==> config.mk <==
export PLATFORM = sky130hd
export DESIGN_NAME = aco_ctrl
export DESIGN_NICKNAME = d
export VERILOG_FILES = /design/src/logic/aco_pkg.sv /design/src/logic/aco_ctrl.sv
export SDC_FILE = /design/constraint.sdc
export NUM_CORES = 1
export LEC_CHECK = 0
export ABC_AREA = 1
export BUFFER_PORTS_ARGS = -buffer_cell sky130_fd_sc_hd__buf_2
export CAP_MARGIN = 0
export CORE_MARGIN = 2
export CORE_UTILIZATION = 53
export CTS_CLUSTER_SIZE = 16
export DETAILED_ROUTE_END_ITERATION = 8
export PLACE_DENSITY = 0.74
export SETUP_SLACK_MARGIN = 0.02
export SKIP_LAST_GASP = 1
export SLEW_MARGIN = 20
export SYNTH_ARGS = -nofsm -noshare
export SYNTH_HDL_FRONTEND = slang
export SYNTH_SLANG_ARGS = --single-unit
==> constraint.sdc <==
create_clock -name clk_i -period 1.5 [get_ports clk_i]
set_input_delay 0.15 -clock clk_i [delete_from_list [all_inputs] [get_ports clk_i]]
set_output_delay 0.15 -clock clk_i [all_outputs]
set_load 0.05 [all_outputs]
==> src/logic/aco_pkg.sv <==
// Package for the control-byte decoder and over-temperature comparator.
// Assumes a single 20 MHz system clock domain; serial pins are asynchronous.
package aco_pkg;
    localparam int unsigned CTRL_W = 8;
    localparam int unsigned CHAN_W = 3;
    localparam int unsigned RESULT_W = 10;
    localparam int unsigned UPPER_LSB = 3;
    localparam int unsigned BITCNT_W = 4;
    localparam logic [CHAN_W-1:0] CHAN_RESET = 3'h0;
    localparam logic [CTRL_W-1:0] THRESH_RESET = 8'h99;
    localparam logic [BITCNT_W-1:0] BITS_PER_BYTE = 4'h8;
    localparam logic [BITCNT_W-1:0] BITCNT_RESET = 4'h0;
    localparam logic [BITCNT_W-1:0] BITCNT_STEP = 4'h1;
    localparam logic [CTRL_W-1:0] SHIFT_RESET = 8'h00;
    localparam int unsigned UPPER_W = CTRL_W - UPPER_LSB;
    localparam logic [UPPER_W-1:0] UPPER_ZERO = 5'h00;
    localparam int unsigned TOP_LSB = RESULT_W - CTRL_W;
    // Synchroniser depths and idle levels
    localparam int unsigned SYNC_DEPTH = 2;
    localparam int unsigned EDGE_DEPTH = 3;
    localparam logic [EDGE_DEPTH-1:0] EDGE_IDLE_LOW = 3'h0;
    localparam logic [SYNC_DEPTH-1:0] SYNC_IDLE_LOW = 2'h0;
    localparam logic [SYNC_DEPTH-1:0] SYNC_IDLE_HIGH = 2'h3;
    localparam logic BUSY_IDLE = 1'h0;
    localparam logic ALARM_IDLE = 1'h1;
    localparam logic ALARM_ACTIVE = 1'h0;
    // Channel codes
    localparam logic [CHAN_W-1:0] CHAN_TEMP = 3'h0;
    localparam logic [CHAN_W-1:0] CHAN_IN1 = 3'h1;
    localparam logic [CHAN_W-1:0] CHAN_IN2 = 3'h2;
    localparam logic [CHAN_W-1:0] CHAN_IN3 = 3'h3;
    localparam logic [CHAN_W-1:0] CHAN_IN4 = 3'h4;
    localparam logic [CHAN_W-1:0] CHAN_BANDGAP = 3'h7;
    localparam int unsigned MUX_W = 6;
    localparam logic [MUX_W-1:0] MUX_NONE = 6'h00;
    localparam logic [MUX_W-1:0] MUX_TEMP = 6'h01;
    localparam logic [MUX_W-1:0] MUX_IN1 = 6'h02;
    localparam logic [MUX_W-1:0] MUX_IN2 = 6'h04;
    localparam logic [MUX_W-1:0] MUX_IN3 = 6'h08;
    localparam logic [MUX_W-1:0] MUX_IN4 = 6'h10;
    localparam logic [MUX_W-1:0] MUX_BANDGAP = 6'h20;
endpackage

==> src/logic/aco_ctrl.sv <==
// Control-byte decoder, channel select and over-temperature alarm.
// Assumes serial pins arrive from a host clock domain and are sampled here;
// conversion start/end strobes and results come from logic on clk_i.
// Function
// RULE_01 - One control byte loads exactly one register
// RULE_02 - Upper five zero: low three to channel
// RULE_03 - Three-bit channel selects next conversion input
// RULE_04 - Code zero selects temperature sensor
// RULE_05 - Decode codes 1-4 inputs, 7 bandgap
// RULE_06 - Channel resets to zero
// RULE_07 - Any upper bit set: byte to threshold
// RULE_08 - Compare result top eight bits with threshold
// RULE_09 - Result above threshold drives alarm low
// RULE_10 - Rising direction edge releases alarm
// RULE_11 - Later lower temperature releases alarm
// RULE_12 - Host threshold code is degrees plus 103
// RULE_13 - Threshold resets to decimal 153
// RULE_14 - Host threshold range -95 to +152
// RULE_15 - Host waits acquisition time between conversions
// RULE_16 - Direction high read, low write
// RULE_17 - Sample data on serial clock rise
// RULE_18 - Alarm release needs chip select low
// RULE_19 - Busy high throughout any conversion
// RULE_20 - Byte shifted MSB first while selected
`timescale 1ns/1ps
module aco_ctrl
    import aco_pkg::*;
(
    input wire logic clk_i,
    input wire logic sys_rst_i,
    input wire logic sclk_i,
    input wire logic cs_n_i,
    input wire logic rd_wr_i,
    input wire logic din_i,
    input wire logic conv_start_i,
    input wire logic conv_done_i,
    input wire logic [RESULT_W-1:0] conv_result_i,
    output logic [CHAN_W-1:0] channel_select_o,
    output logic [MUX_W-1:0] mux_sel_o,
    output logic [CTRL_W-1:0] overtemp_threshold_o,
    output logic overtemp_alarm_n_o,
    output logic busy_o
);
    typedef enum logic [1:0] {ACO_IDLE, ACO_TEMP, ACO_VOLT} aco_conv_t;

    // Pin synchronisers; the third sclk and rd_wr stage only feeds edge detection
    logic [EDGE_DEPTH-1:0] sclk_sync_q;
    logic [SYNC_DEPTH-1:0] cs_sync_q;
    logic [EDGE_DEPTH-1:0] rw_sync_q;
    logic [SYNC_DEPTH-1:0] din_sync_q;

    // Serial write shifter
    logic [CTRL_W-1:0] shift_q;
    logic [BITCNT_W-1:0] bit_cnt_q;

    // Programmable registers
    logic [CHAN_W-1:0] chan_q;
    logic [CTRL_W-1:0] thresh_q;

    // Conversion tracking and outputs
    aco_conv_t conv_q;
    logic [MUX_W-1:0] mux_q;
    logic busy_q;
    logic alarm_n_q;

    // Decoded events
    logic sclk_rise;
    logic rw_rise;
    logic cs_low;
    logic write_mode;
    logic [CTRL_W-1:0] byte_d;
    logic byte_done;
    logic chan_byte;
    logic temp_done;
    logic [CTRL_W-1:0] result_top;
    logic over_limit;
    logic under_limit;
    logic read_end;

    // Channel code to one-hot mux select; undefined codes select nothing
    function automatic logic [MUX_W-1:0] aco_decode(input logic [CHAN_W-1:0] code);
        case (code)
            CHAN_TEMP: aco_decode = MUX_TEMP;
            CHAN_IN1: aco_decode = MUX_IN1;
            CHAN_IN2: aco_decode = MUX_IN2;
            CHAN_IN3: aco_decode = MUX_IN3;
            CHAN_IN4: aco_decode = MUX_IN4;
            CHAN_BANDGAP: aco_decode = MUX_BANDGAP;
            default: aco_decode = MUX_NONE;
        endcase
    endfunction

    // Rising edge seen between the last two synchroniser stages
    function automatic logic aco_rise(input logic [EDGE_DEPTH-1:0] sync);
        aco_rise = sync[EDGE_DEPTH-2] & ~sync[EDGE_DEPTH-1];
    endfunction

    // A byte with its five upper bits clear is a channel write
    function automatic logic aco_is_chan(input logic [CTRL_W-1:0] ctrl);
        aco_is_chan = (ctrl[CTRL_W-1:UPPER_LSB] == UPPER_ZERO);
    endfunction

    always_ff @(posedge clk_i)
    begin
        if (sys_rst_i)
        begin
            sclk_sync_q <= EDGE_IDLE_LOW;
        end
        else
        begin
            sclk_sync_q <= {sclk_sync_q[EDGE_DEPTH-2:0], sclk_i};
        end
    end

    // Chip select resets to its idle level so no false selection follows reset
    always_ff @(posedge clk_i)
    begin
        if (sys_rst_i)
        begin
            cs_sync_q <= SYNC_IDLE_HIGH;
        end
        else
        begin
            cs_sync_q <= {cs_sync_q[SYNC_DEPTH-2:0], cs_n_i};
        end
    end

    always_ff @(posedge clk_i)
    begin
        if (sys_rst_i)
        begin
            rw_sync_q <= EDGE_IDLE_LOW;
        end
        else
        begin
            rw_sync_q <= {rw_sync_q[EDGE_DEPTH-2:0], rd_wr_i};
        end
    end

    always_ff @(posedge clk_i)
    begin
        if (sys_rst_i)
        begin
            din_sync_q <= SYNC_IDLE_LOW;
        end
        else
        begin
            din_sync_q <= {din_sync_q[SYNC_DEPTH-2:0], din_i};
        end
    end

    assign sclk_rise = aco_rise(sclk_sync_q);
    assign rw_rise = aco_rise(rw_sync_q);
    assign cs_low = ~cs_sync_q[SYNC_DEPTH-1];
    assign write_mode = cs_low && !rw_sync_q[SYNC_DEPTH-1];
    assign byte_d = {shift_q[CTRL_W-2:0], din_sync_q[SYNC_DEPTH-1]};
    assign byte_done = sclk_rise && write_mode && (bit_cnt_q == BITS_PER_BYTE - BITCNT_STEP);
    assign chan_byte = aco_is_chan(byte_d);
    assign temp_done = (conv_q == ACO_TEMP) && conv_done_i;
    assign result_top = conv_result_i[RESULT_W-1:TOP_LSB];
    assign over_limit = temp_done && (result_top > thresh_q);
    assign under_limit = temp_done && (result_top < thresh_q);
    assign read_end = rw_rise && cs_low;

    // A deselect or a read abandons a partial byte
    always_ff @(posedge clk_i)
    begin
        if (sys_rst_i || !write_mode)
        begin
            shift_q <= SHIFT_RESET;
        end
        else if (sclk_rise) // [RULE_17] [RULE_20]
        begin
            shift_q <= byte_d;
        end
    end

    always_ff @(posedge clk_i)
    begin
        if (sys_rst_i || !write_mode) // [RULE_16]
        begin
            bit_cnt_q <= BITCNT_RESET;
        end
        else if (byte_done)
        begin
            bit_cnt_q <= BITCNT_RESET;
        end
        else if (sclk_rise)
        begin
            bit_cnt_q <= bit_cnt_q + BITCNT_STEP;
        end
    end

    // Byte steering: a finished byte lands in exactly one register
    always_ff @(posedge clk_i)
    begin
        if (sys_rst_i)
        begin
            chan_q <= CHAN_RESET; // [RULE_06]
        end
        else if (byte_done && chan_byte) // [RULE_01]
        begin
            chan_q <= byte_d[CHAN_W-1:0]; // [RULE_02]
        end
    end

    always_ff @(posedge clk_i)
    begin
        if (sys_rst_i)
        begin
            thresh_q <= THRESH_RESET; // [RULE_13]
        end
        else if (byte_done && !chan_byte) // [RULE_01]
        begin
            thresh_q <= byte_d; // [RULE_07]
        end
    end

    // Mux select latched while idle, so a mid-conversion channel write waits
    always_ff @(posedge clk_i)
    begin
        if (sys_rst_i)
        begin
            mux_q <= MUX_TEMP;
        end
        else if (conv_q == ACO_IDLE)
        begin
            mux_q <= aco_decode(chan_q); // [RULE_03] [RULE_05]
        end
    end

    // Conversion kind fixed at start: only channel zero counts as temperature
    always_ff @(posedge clk_i)
    begin
        if (sys_rst_i)
        begin
            conv_q <= ACO_IDLE;
        end
        else
        begin
            case (conv_q)
                ACO_IDLE:
                begin
                    if (conv_start_i)
                    begin
                        conv_q <= (chan_q == CHAN_TEMP) ? ACO_TEMP : ACO_VOLT; // [RULE_04]
                    end
                end
                ACO_TEMP, ACO_VOLT:
                begin
                    if (conv_done_i)
                    begin
                        conv_q <= ACO_IDLE;
                    end
                end
                default:
                begin
                    conv_q <= ACO_IDLE;
                end
            endcase
        end
    end

    // Busy moves on the same edges as the conversion state
    always_ff @(posedge clk_i)
    begin
        if (sys_rst_i)
        begin
            busy_q <= BUSY_IDLE;
        end
        else if (conv_q == ACO_IDLE)
        begin
            busy_q <= conv_start_i; // [RULE_19]
        end
        else
        begin
            busy_q <= !conv_done_i;
        end
    end

    // A result above the threshold wins over a release in the same cycle;
    // an equal result keeps the alarm but must not swallow a release
    always_ff @(posedge clk_i)
    begin
        if (sys_rst_i)
        begin
            alarm_n_q <= ALARM_IDLE;
        end
        else if (over_limit) // [RULE_08]
        begin
            alarm_n_q <= ALARM_ACTIVE; // [RULE_09]
        end
        else if (under_limit)
        begin
            alarm_n_q <= ALARM_IDLE; // [RULE_11]
        end
        else if (read_end)
        begin
            alarm_n_q <= ALARM_IDLE; // [RULE_10] [RULE_18]
        end
    end

    assign channel_select_o = chan_q;
    assign mux_sel_o = mux_q;
    assign overtemp_threshold_o = thresh_q;
    assign overtemp_alarm_n_o = alarm_n_q;
    assign busy_o = busy_q;
endmodule

==> results.sh, run 1 <==
export IMPL_status="finished, final reports clean"
export IMPL_via_count=1594
export IMPL_synth_edf_count=0
export IMPL_design_core_area_sq_mm=0.00334
export IMPL_hold_path_class="input pin to flip-flop"
export IMPL_rsz0062_at_grt="no"
export IMPL_area_growth_pct=18.5
export IMPL_dr_wl_met2_mm=1.49
export IMPL_htreeDepth=2
export IMPL_syn_area_per_cell_sq_um=7.56
export IMPL_min_period_over_period_pct=83.7
export IMPL_hold_viol=0
export IMPL_row_count=21
export IMPL_crit_chain="ha_1 > nand3_1 > nor2_8 > nand3_1 > nand2_1 > nor2_1"
export IMPL_yosysSeqAreaShare_pct=45.4
export IMPL_io_pins=37
export IMPL_cp_arrival_ns=1.51
export IMPL_tns_ns=0
export IMPL_clock_sinks=42
export IMPL_clkTransAtPathRegs_ns=0.12
export IMPL_wl_met1_mm=1.61
export IMPL_p_leak_nw=1.04
export IMPL_yosysMostFrequentCell="nand2_1"
export IMPL_synth_nets=274
export IMPL_endpoint_kind="flip-flop"
export IMPL_setup_violations=0
export IMPL_antenna_left=0
export IMPL_dieArea_sq_mm=0.00399
export IMPL_antenna_found_initial=0
export IMPL_routedWlPerCell_um=9.79
export IMPL_finalMaxSlewViolations=0
export IMPL_critPathTopFamily="simple AND/OR/NAND/NOR gates"
export IMPL_cp_slowest_stage_delay_ns=0.37
export IMPL_netlist_area_sq_mm=0.00185
export IMPL_cp_max_fo=10
export IMPL_skew_ns=0.0125
export IMPL_worst_skew_pair_late_latency_ns=0.35
export IMPL_antenna_cells=0
export IMPL_layout_drive_gt1_share_pct=22.6
export IMPL_wl_met3_um=130
export IMPL_hpwl_mm=2.42
export IMPL_portBuffers=34
export IMPL_grt_max_degree=22
export IMPL_final_nets=316
export IMPL_drcViolationCount=0
export IMPL_cpMaxStageDelayCell="dfxtp_1"
export IMPL_criticalPathCategory="flip-flop to flip-flop"
export IMPL_ir_drop_uv=675
export IMPL_initial_core_util_pct=55.5
export IMPL_async_flop_share_pct=0
export IMPL_worst_slew_pin_slew_ns=0.408
export IMPL_dieWidth_um=63.1
export IMPL_grtUsageTotal_pct=18.3
export IMPL_yosys_top_cells_area="dfxtp_1, nand2_1, ha_1"
export IMPL_viasPerCell=4.77
export IMPL_cts_setup_buffers=0
export IMPL_crit_buf_inv=0
export IMPL_tritoncts="yes"
export IMPL_synth_distinct_cells=26
export IMPL_grt_pass1_wl_mm=5.71
export IMPL_initialDrtViolationCount=74
export IMPL_crit_top_cell="nand3_1"
export IMPL_netlist_area_leader_share_pct=45.4
export IMPL_syn_inst=245
export IMPL_cts_buffers=5
export IMPL_synth_top_cells_by_count="nand2_1, dfxtp_1, inv_1, nor2_1, a21oi_1"
export IMPL_synth_largest_area_cell="dfxtp_1"
export IMPL_finalCriticalPeriod_ns=1.26
export IMPL_dr_pass1_iters=4
export IMPL_drt_total_wl_mm=3.27
export IMPL_fp_dieH_um=63.1
export IMPL_crit_required_ns=1.75
export IMPL_place_congestion=0.773
export IMPL_whs_ns=0.0955
export IMPL_clockRootBuffer="clkbuf_4"
export IMPL_dr_max_layer_used="met4"
export IMPL_first_global_vias=1379
export IMPL_maxClockFrequency_ghz=0.796
export IMPL_cap_violations=0
export IMPL_clock_path_buffers=2
export IMPL_yosysWarnings=0
export IMPL_start_kind="flip-flop"
export IMPL_ys_ff_latch=42
export IMPL_synth_ff_type="dfxtp_1"
export IMPL_grt_overflow_total=0
export IMPL_power_density_mw_per_mm2=1080
export IMPL_slew_headroom_pct=72.8
[layout by cell type, fill, tap and decap left out, types with 2 or more instances in the layout]
cell type and instances:
inv_2 7, nand3_1 12, or2_2 2, o21ai_1 6, nor3_1 3, clkbuf_4 5
o21bai_1 2, dlygate4sd3_1 5, dfxtp_2 2, nor2_1 32, ha_1 11, nand2_1 52
buf_2 34, dfxtp_1 40, inv_1 33, a21oi_1 21, nand3_2 2, a21oi_2 2
nor2_2 3, nand2_2 3
[state kept, by name, summed over array words and instances (netlist names)]
register / flops
bit_cnt_q: 4
busy_o: 1
channel_select_o: 3
conv_q: 2
cs_sync_q: 2
din_sync_q: 2
mux_sel_o: 6
overtemp_alarm_n_o: 1
overtemp_threshold_o: 8
rw_sync_q: 3
sclk_sync_q: 3
shift_q: 7
[routing by layer]
layer | vias up | track usage, %
met5 | - | 0
met4 | 0 | 7.22
met3 | 5 | 6.07
met2 | 29 | 29.4
met1 | 716 | 22.6
li1 | 844 | -
[tightest hold or removal path, stage by stage]
cell,delay (ns)
buf_2,0.09
inv_1,0.04
nand2_1,0.05
nand2_1,0.05
a21oi_1,0.03
[where the power goes]
group | switching [mW] | internal, mW | total [mW]
combinational | 0.326 | 0.151 | 0.477
clock | 0.348 | 0.352 | 0.700
sequential | 0.0298 | 1.18 | 1.21
total | 0.704 | 1.68 | 2.38
[cell families after synthesis]
family | count (synthesis) | synth area share, %
AOI/OAI and AO/OA | 33 | 9.72
xor gates and xnor gates | 2 | 0.945
adders and majority gates | 11 | 7.43
buffers and inverters | 44 | 9.12
DFF | 42 | 45.4
and+or+nand+nor | 113 | 27.4
[repair_timing]
item | in CTS | in global routing
endpoints found under the hold margin | 5 | 0
endpoints found under the setup margin | 0 | 1
hold buffers | 5 | 0
resized for setup | 0 | 1
[through the flow]
stage / total power, mW / cell area (sq um) / utilization (%) / cells / setup slack [ns]
final: 2.38 / 2200 / 65.8 / 334 / 0.244
after global routing: 2.53 / 2200 / 65.8 / 334 / 0.103
after CTS: 2.40 / 2190 / 65.7 / 334 / 0.215
after detailed placement: 1.70 / 2060 / 61.9 / 321 / 0.243
after global placement: 1.69 / 2060 / 61.9 / 321 / 0.254
after floorplan: 1.59 / 1860 / - / 245 / 0.0334
[cell type report]
class	count	area [sq um]
clock buffers	6	41.3
clock inverters	2	37.5
fillers	313	1140
inverters	40	150
multi-input cells	159	846
flip-flops and latches	42	843
well taps	46	57.6
repair buffers	39	220
[worst paths after layout]
kind | slack (ns) | endpoint | from | cells past startpoint
max | 0.24 | overtemp_threshold_o[2] | bit_cnt_q[0] | 6
min | 0.1 | busy_o | conv_start_i | 5
max reg2reg | 0.24 | overtemp_threshold_o[2] | bit_cnt_q[0] | 6
min reg2reg | 0.41 | rw_sync_q[1] | rw_sync_q[0] | 2
Power figures use the tool's default switching activity.
==> run 2, diff against run 1 <==
ABC_AREA = 0   (was 1)
PLACE_DENSITY = 0.75   (was 0.74)
clock period = 1.2 ns   (was 1.5 ns; I/O delays follow)
==> results.sh, run 2 <==
export IMPL_hold_path_class="input pin to flip-flop"
export IMPL_antenna_cells=0
export IMPL_worst_skew_pair_late_latency_ns=0.35
export IMPL_holdPathEnd="overtemp_alarm_n_o"
export IMPL_rsz0062_at_grt="yes"
export IMPL_finalMaxSlewViolations=0
export IMPL_finalCriticalPeriod_ns=1.67
export IMPL_synth_distinct_cells=35
export IMPL_layout_drive_gt1_share_pct=43.2
export IMPL_design_core_area_sq_mm=0.00308
export IMPL_cp_max_fo=3
export IMPL_synth_largest_area_cell="dfxtp_1"
export IMPL_synth_edf_count=0
export IMPL_cp_slowest_stage_delay_ns=0.57
export IMPL_start_kind="flip-flop"
export IMPL_dp_cells=284
export IMPL_combPwrFrac_pct=13.9
export IMPL_drt_total_wl_mm=4.08
export IMPL_r2r_end="channel_select_o[1]"
export IMPL_whs_ns=0.0868
export IMPL_final_nets=288
export IMPL_htreeDepth=2
export IMPL_worst_slew_pin_slew_ns=0.352
export IMPL_grtUsageTotal_pct=22.0
export IMPL_clock_sinks=42
export IMPL_final_common_cell="buf_4"
export IMPL_setup_violations=17
export IMPL_viasPerCell=5.07
export IMPL_intPower_mw=1.81
export IMPL_r2r_cells=4
export IMPL_most_common_layout_cells="buf_4, dfxtp_1, buf_2"
export IMPL_worstReg2RegStart="bit_cnt_q[3]"
export IMPL_synth_nets=213
export IMPL_largest_reg_flops=8
export IMPL_initialDrtViolationCount=30
export IMPL_tritoncts="yes"
export IMPL_ff2ff_setup_slack_ns=-0.47
export IMPL_ir_drop_uv=983
export IMPL_criticalPathCategory="flip-flop to flip-flop"
export IMPL_crit_buf_inv=0
export IMPL_cts_buffers=5
export IMPL_syn_inst=184
export IMPL_row_count=20
export IMPL_async_flop_share_pct=0
export IMPL_final_cells=303
export IMPL_dr_pass1_iters=4
export IMPL_yosys_top_cells_area="dfxtp_1, ha_1, a21oi_1"
export IMPL_seqCellArea_sq_um=853
export IMPL_grt_max_degree=32
export IMPL_antenna_left=0
export IMPL_cp_arrival_ns=1.90
export IMPL_fillers=195
export IMPL_switchingPower_mw=0.605
export IMPL_yosysMostFrequentCell="dfxtp_1"
export IMPL_hold_viol=0
export IMPL_yosysWarnings=0
export IMPL_dieArea_sq_mm=0.00375
export IMPL_violations="setup timing"
export IMPL_first_global_vias=1406
export IMPL_power_density_mw_per_mm2=973
export IMPL_multi_input_area_sq_um=940
export IMPL_area_growth_pct=42.9
export IMPL_seqPwrFrac_pct=59.5
export IMPL_clockRootBuffer="clkbuf_4"
export IMPL_synth_top_cells_by_count="dfxtp_1, nand2_1, a21oi_1, nor2_1, inv_1"
export IMPL_status="complete, but fails checks"
export IMPL_syn_area_per_cell_sq_um=9.44
export IMPL_cap_violations=0
export IMPL_netlist_area_leader_share_pct=48.4
export IMPL_drcViolationCount=0
export IMPL_grt_overflow_total=0
export IMPL_place_congestion=0.747
export IMPL_via_count=1535
export IMPL_critPathTopFamily="simple AND/OR/NAND/NOR gates"
export IMPL_holdPathStages=3
export IMPL_slew_headroom_pct=76.4
export IMPL_netlist_area_sq_mm=0.00174
export IMPL_cpMaxStageDelayCell="or4b_4"
export IMPL_endpoint_kind="flip-flop"
export IMPL_synth_ff_type="dfxtp_1"
export IMPL_total_power_mw=2.41
export IMPL_p_leak_nw=1.06
export IMPL_crit_required_ns=1.43
export IMPL_pre_cts_ws_ns=-0.485
export IMPL_setup_slack_ns=-0.465
export IMPL_fp_dieH_um=61.2
export IMPL_worstHoldStart="conv_result_i[9]"
export IMPL_initial_core_util_pct=56.4
export IMPL_portBuffers=34
export IMPL_ys_ff_latch=42
export IMPL_hpwl_mm=2.66
export IMPL_io_pins=37
export IMPL_routedWlPerCell_um=13.5
export IMPL_yosysSeqAreaShare_pct=48.4
export IMPL_clockPowerShare_pct=26.5
export IMPL_clock_path_buffers=2
export IMPL_dieWidth_um=61.2
export IMPL_swShare_pct=25.1
export IMPL_antenna_found_initial=0
export IMPL_maxClockFrequency_ghz=0.601
export IMPL_skew_ns=0.00970
export IMPL_clkTransAtPathRegs_ns=0.12
export IMPL_min_period_over_period_pct=139
export IMPL_crit_chain="or4b_4 > nor4b_4 > mux2i_1 > nor2_1"
export IMPL_grt_pass1_wl_mm=5.96
run 2: cell count changes after synthesis, sizes merged, moves of 4 or more:
cell / change
a21oi: -6
clkbuf: +4
inv: -27
mux2i: +8
nand2: -37
nand3: -13
nand4: +4
nor2: -21
nor2b: +11
o21ai: -7
run 2: routing by layer:
layer	track usage [%]	vias to the layer above	wire (um)	part of all wire, %
met5	0	-	0	0
met4	9.01	0	97	2.4
met3	6.51	11	200	4.9
met2	37.2	44	2010	49
met1	26.1	704	1770	43
li1	-	776	-	-
run 2: worst max path at each step:
| stage | startpoint | endpoint | slack, ns | cells past startpoint |
|---|---|---|---|---|
| finish | bit_cnt_q[3] | channel_select_o[1] | -0.47 | 4 |
| global route | bit_cnt_q[3] | channel_select_o[2] | -0.54 | 4 |
| CTS | bit_cnt_q[3] | channel_select_o[2] | -0.44 | 4 |
| detailed placement | bit_cnt_q[3] | overtemp_threshold_o[7] | -0.49 | 3 |
| global placement | bit_cnt_q[3] | overtemp_threshold_o[3] | -0.46 | 3 |
| floorplan | bit_cnt_q[3] | overtemp_threshold_o[3] | -0.43 | 4 |
run 2: cells by family (layout without fill, tap and decap cells):
logic type	after synthesis	count (layout)	share of synthesized area (%)
mux	8	8	4.61
simple gates	70	70	21.5
flops	42	42	48.4
fa+ha+maj	11	11	7.92
compound gates	30	30	11.2
buf+inv	20	95	4.76
xor+xnor	3	3	1.51
run 2: tightest hold or removal path, delay by kind of cell:
family	cells	cell delay (ns)
AO/OA/AOI/OAI	1	0.07
adder cells (fa/ha/maj)	1	0.13
buffers and inverters	1	0.08
run 2: final cells by class:
class	count	area share, %
Inverter	14	2.22
Multi-Input combinational cell	122	37.9
Sequential cell	42	34.4
Clock buffer	7	1.82
Timing Repair Buffer	74	21.5
Tap cell	44	2.22
run 2: power by group through the flow:
| stage | combinational (mW) | clock, mW | sequential (mW) |
|---|---|---|---|
| after floorplan | 0.139 | 0 | 1.50 |
| after global placement | 0.250 | 0 | 1.47 |
| after detailed placement | 0.264 | 0 | 1.47 |
| after CTS | 0.299 | 0.646 | 1.44 |
| after global routing | 0.366 | 0.722 | 1.44 |
| final | 0.337 | 0.640 | 1.44 |
run 2: repair_timing:
action	CTS	global route
resized for setup	21	27
hold endpoints to repair	5	0
setup endpoints to repair	34	30
pin swaps	7	7
hold buffers	5	0
buffers inserted	5	4
run 2: per-stage QoR:
| step | setup TNS, ns | instance area [sq um] | util [%] |
|---|---|---|---|
| 2_1_floorplan | -5.01 | 1770 | - |
| 3_5_place_dp | -5.58 | 2170 | 70.7 |
| 4_1_cts | -5.32 | 2370 | 77.1 |
| 5_1_grt | -6.92 | 2480 | 80.6 |
| 3_3_place_gp | -4.99 | 2170 | 70.7 |
| 6_report | -5.86 | 2480 | 80.6 |
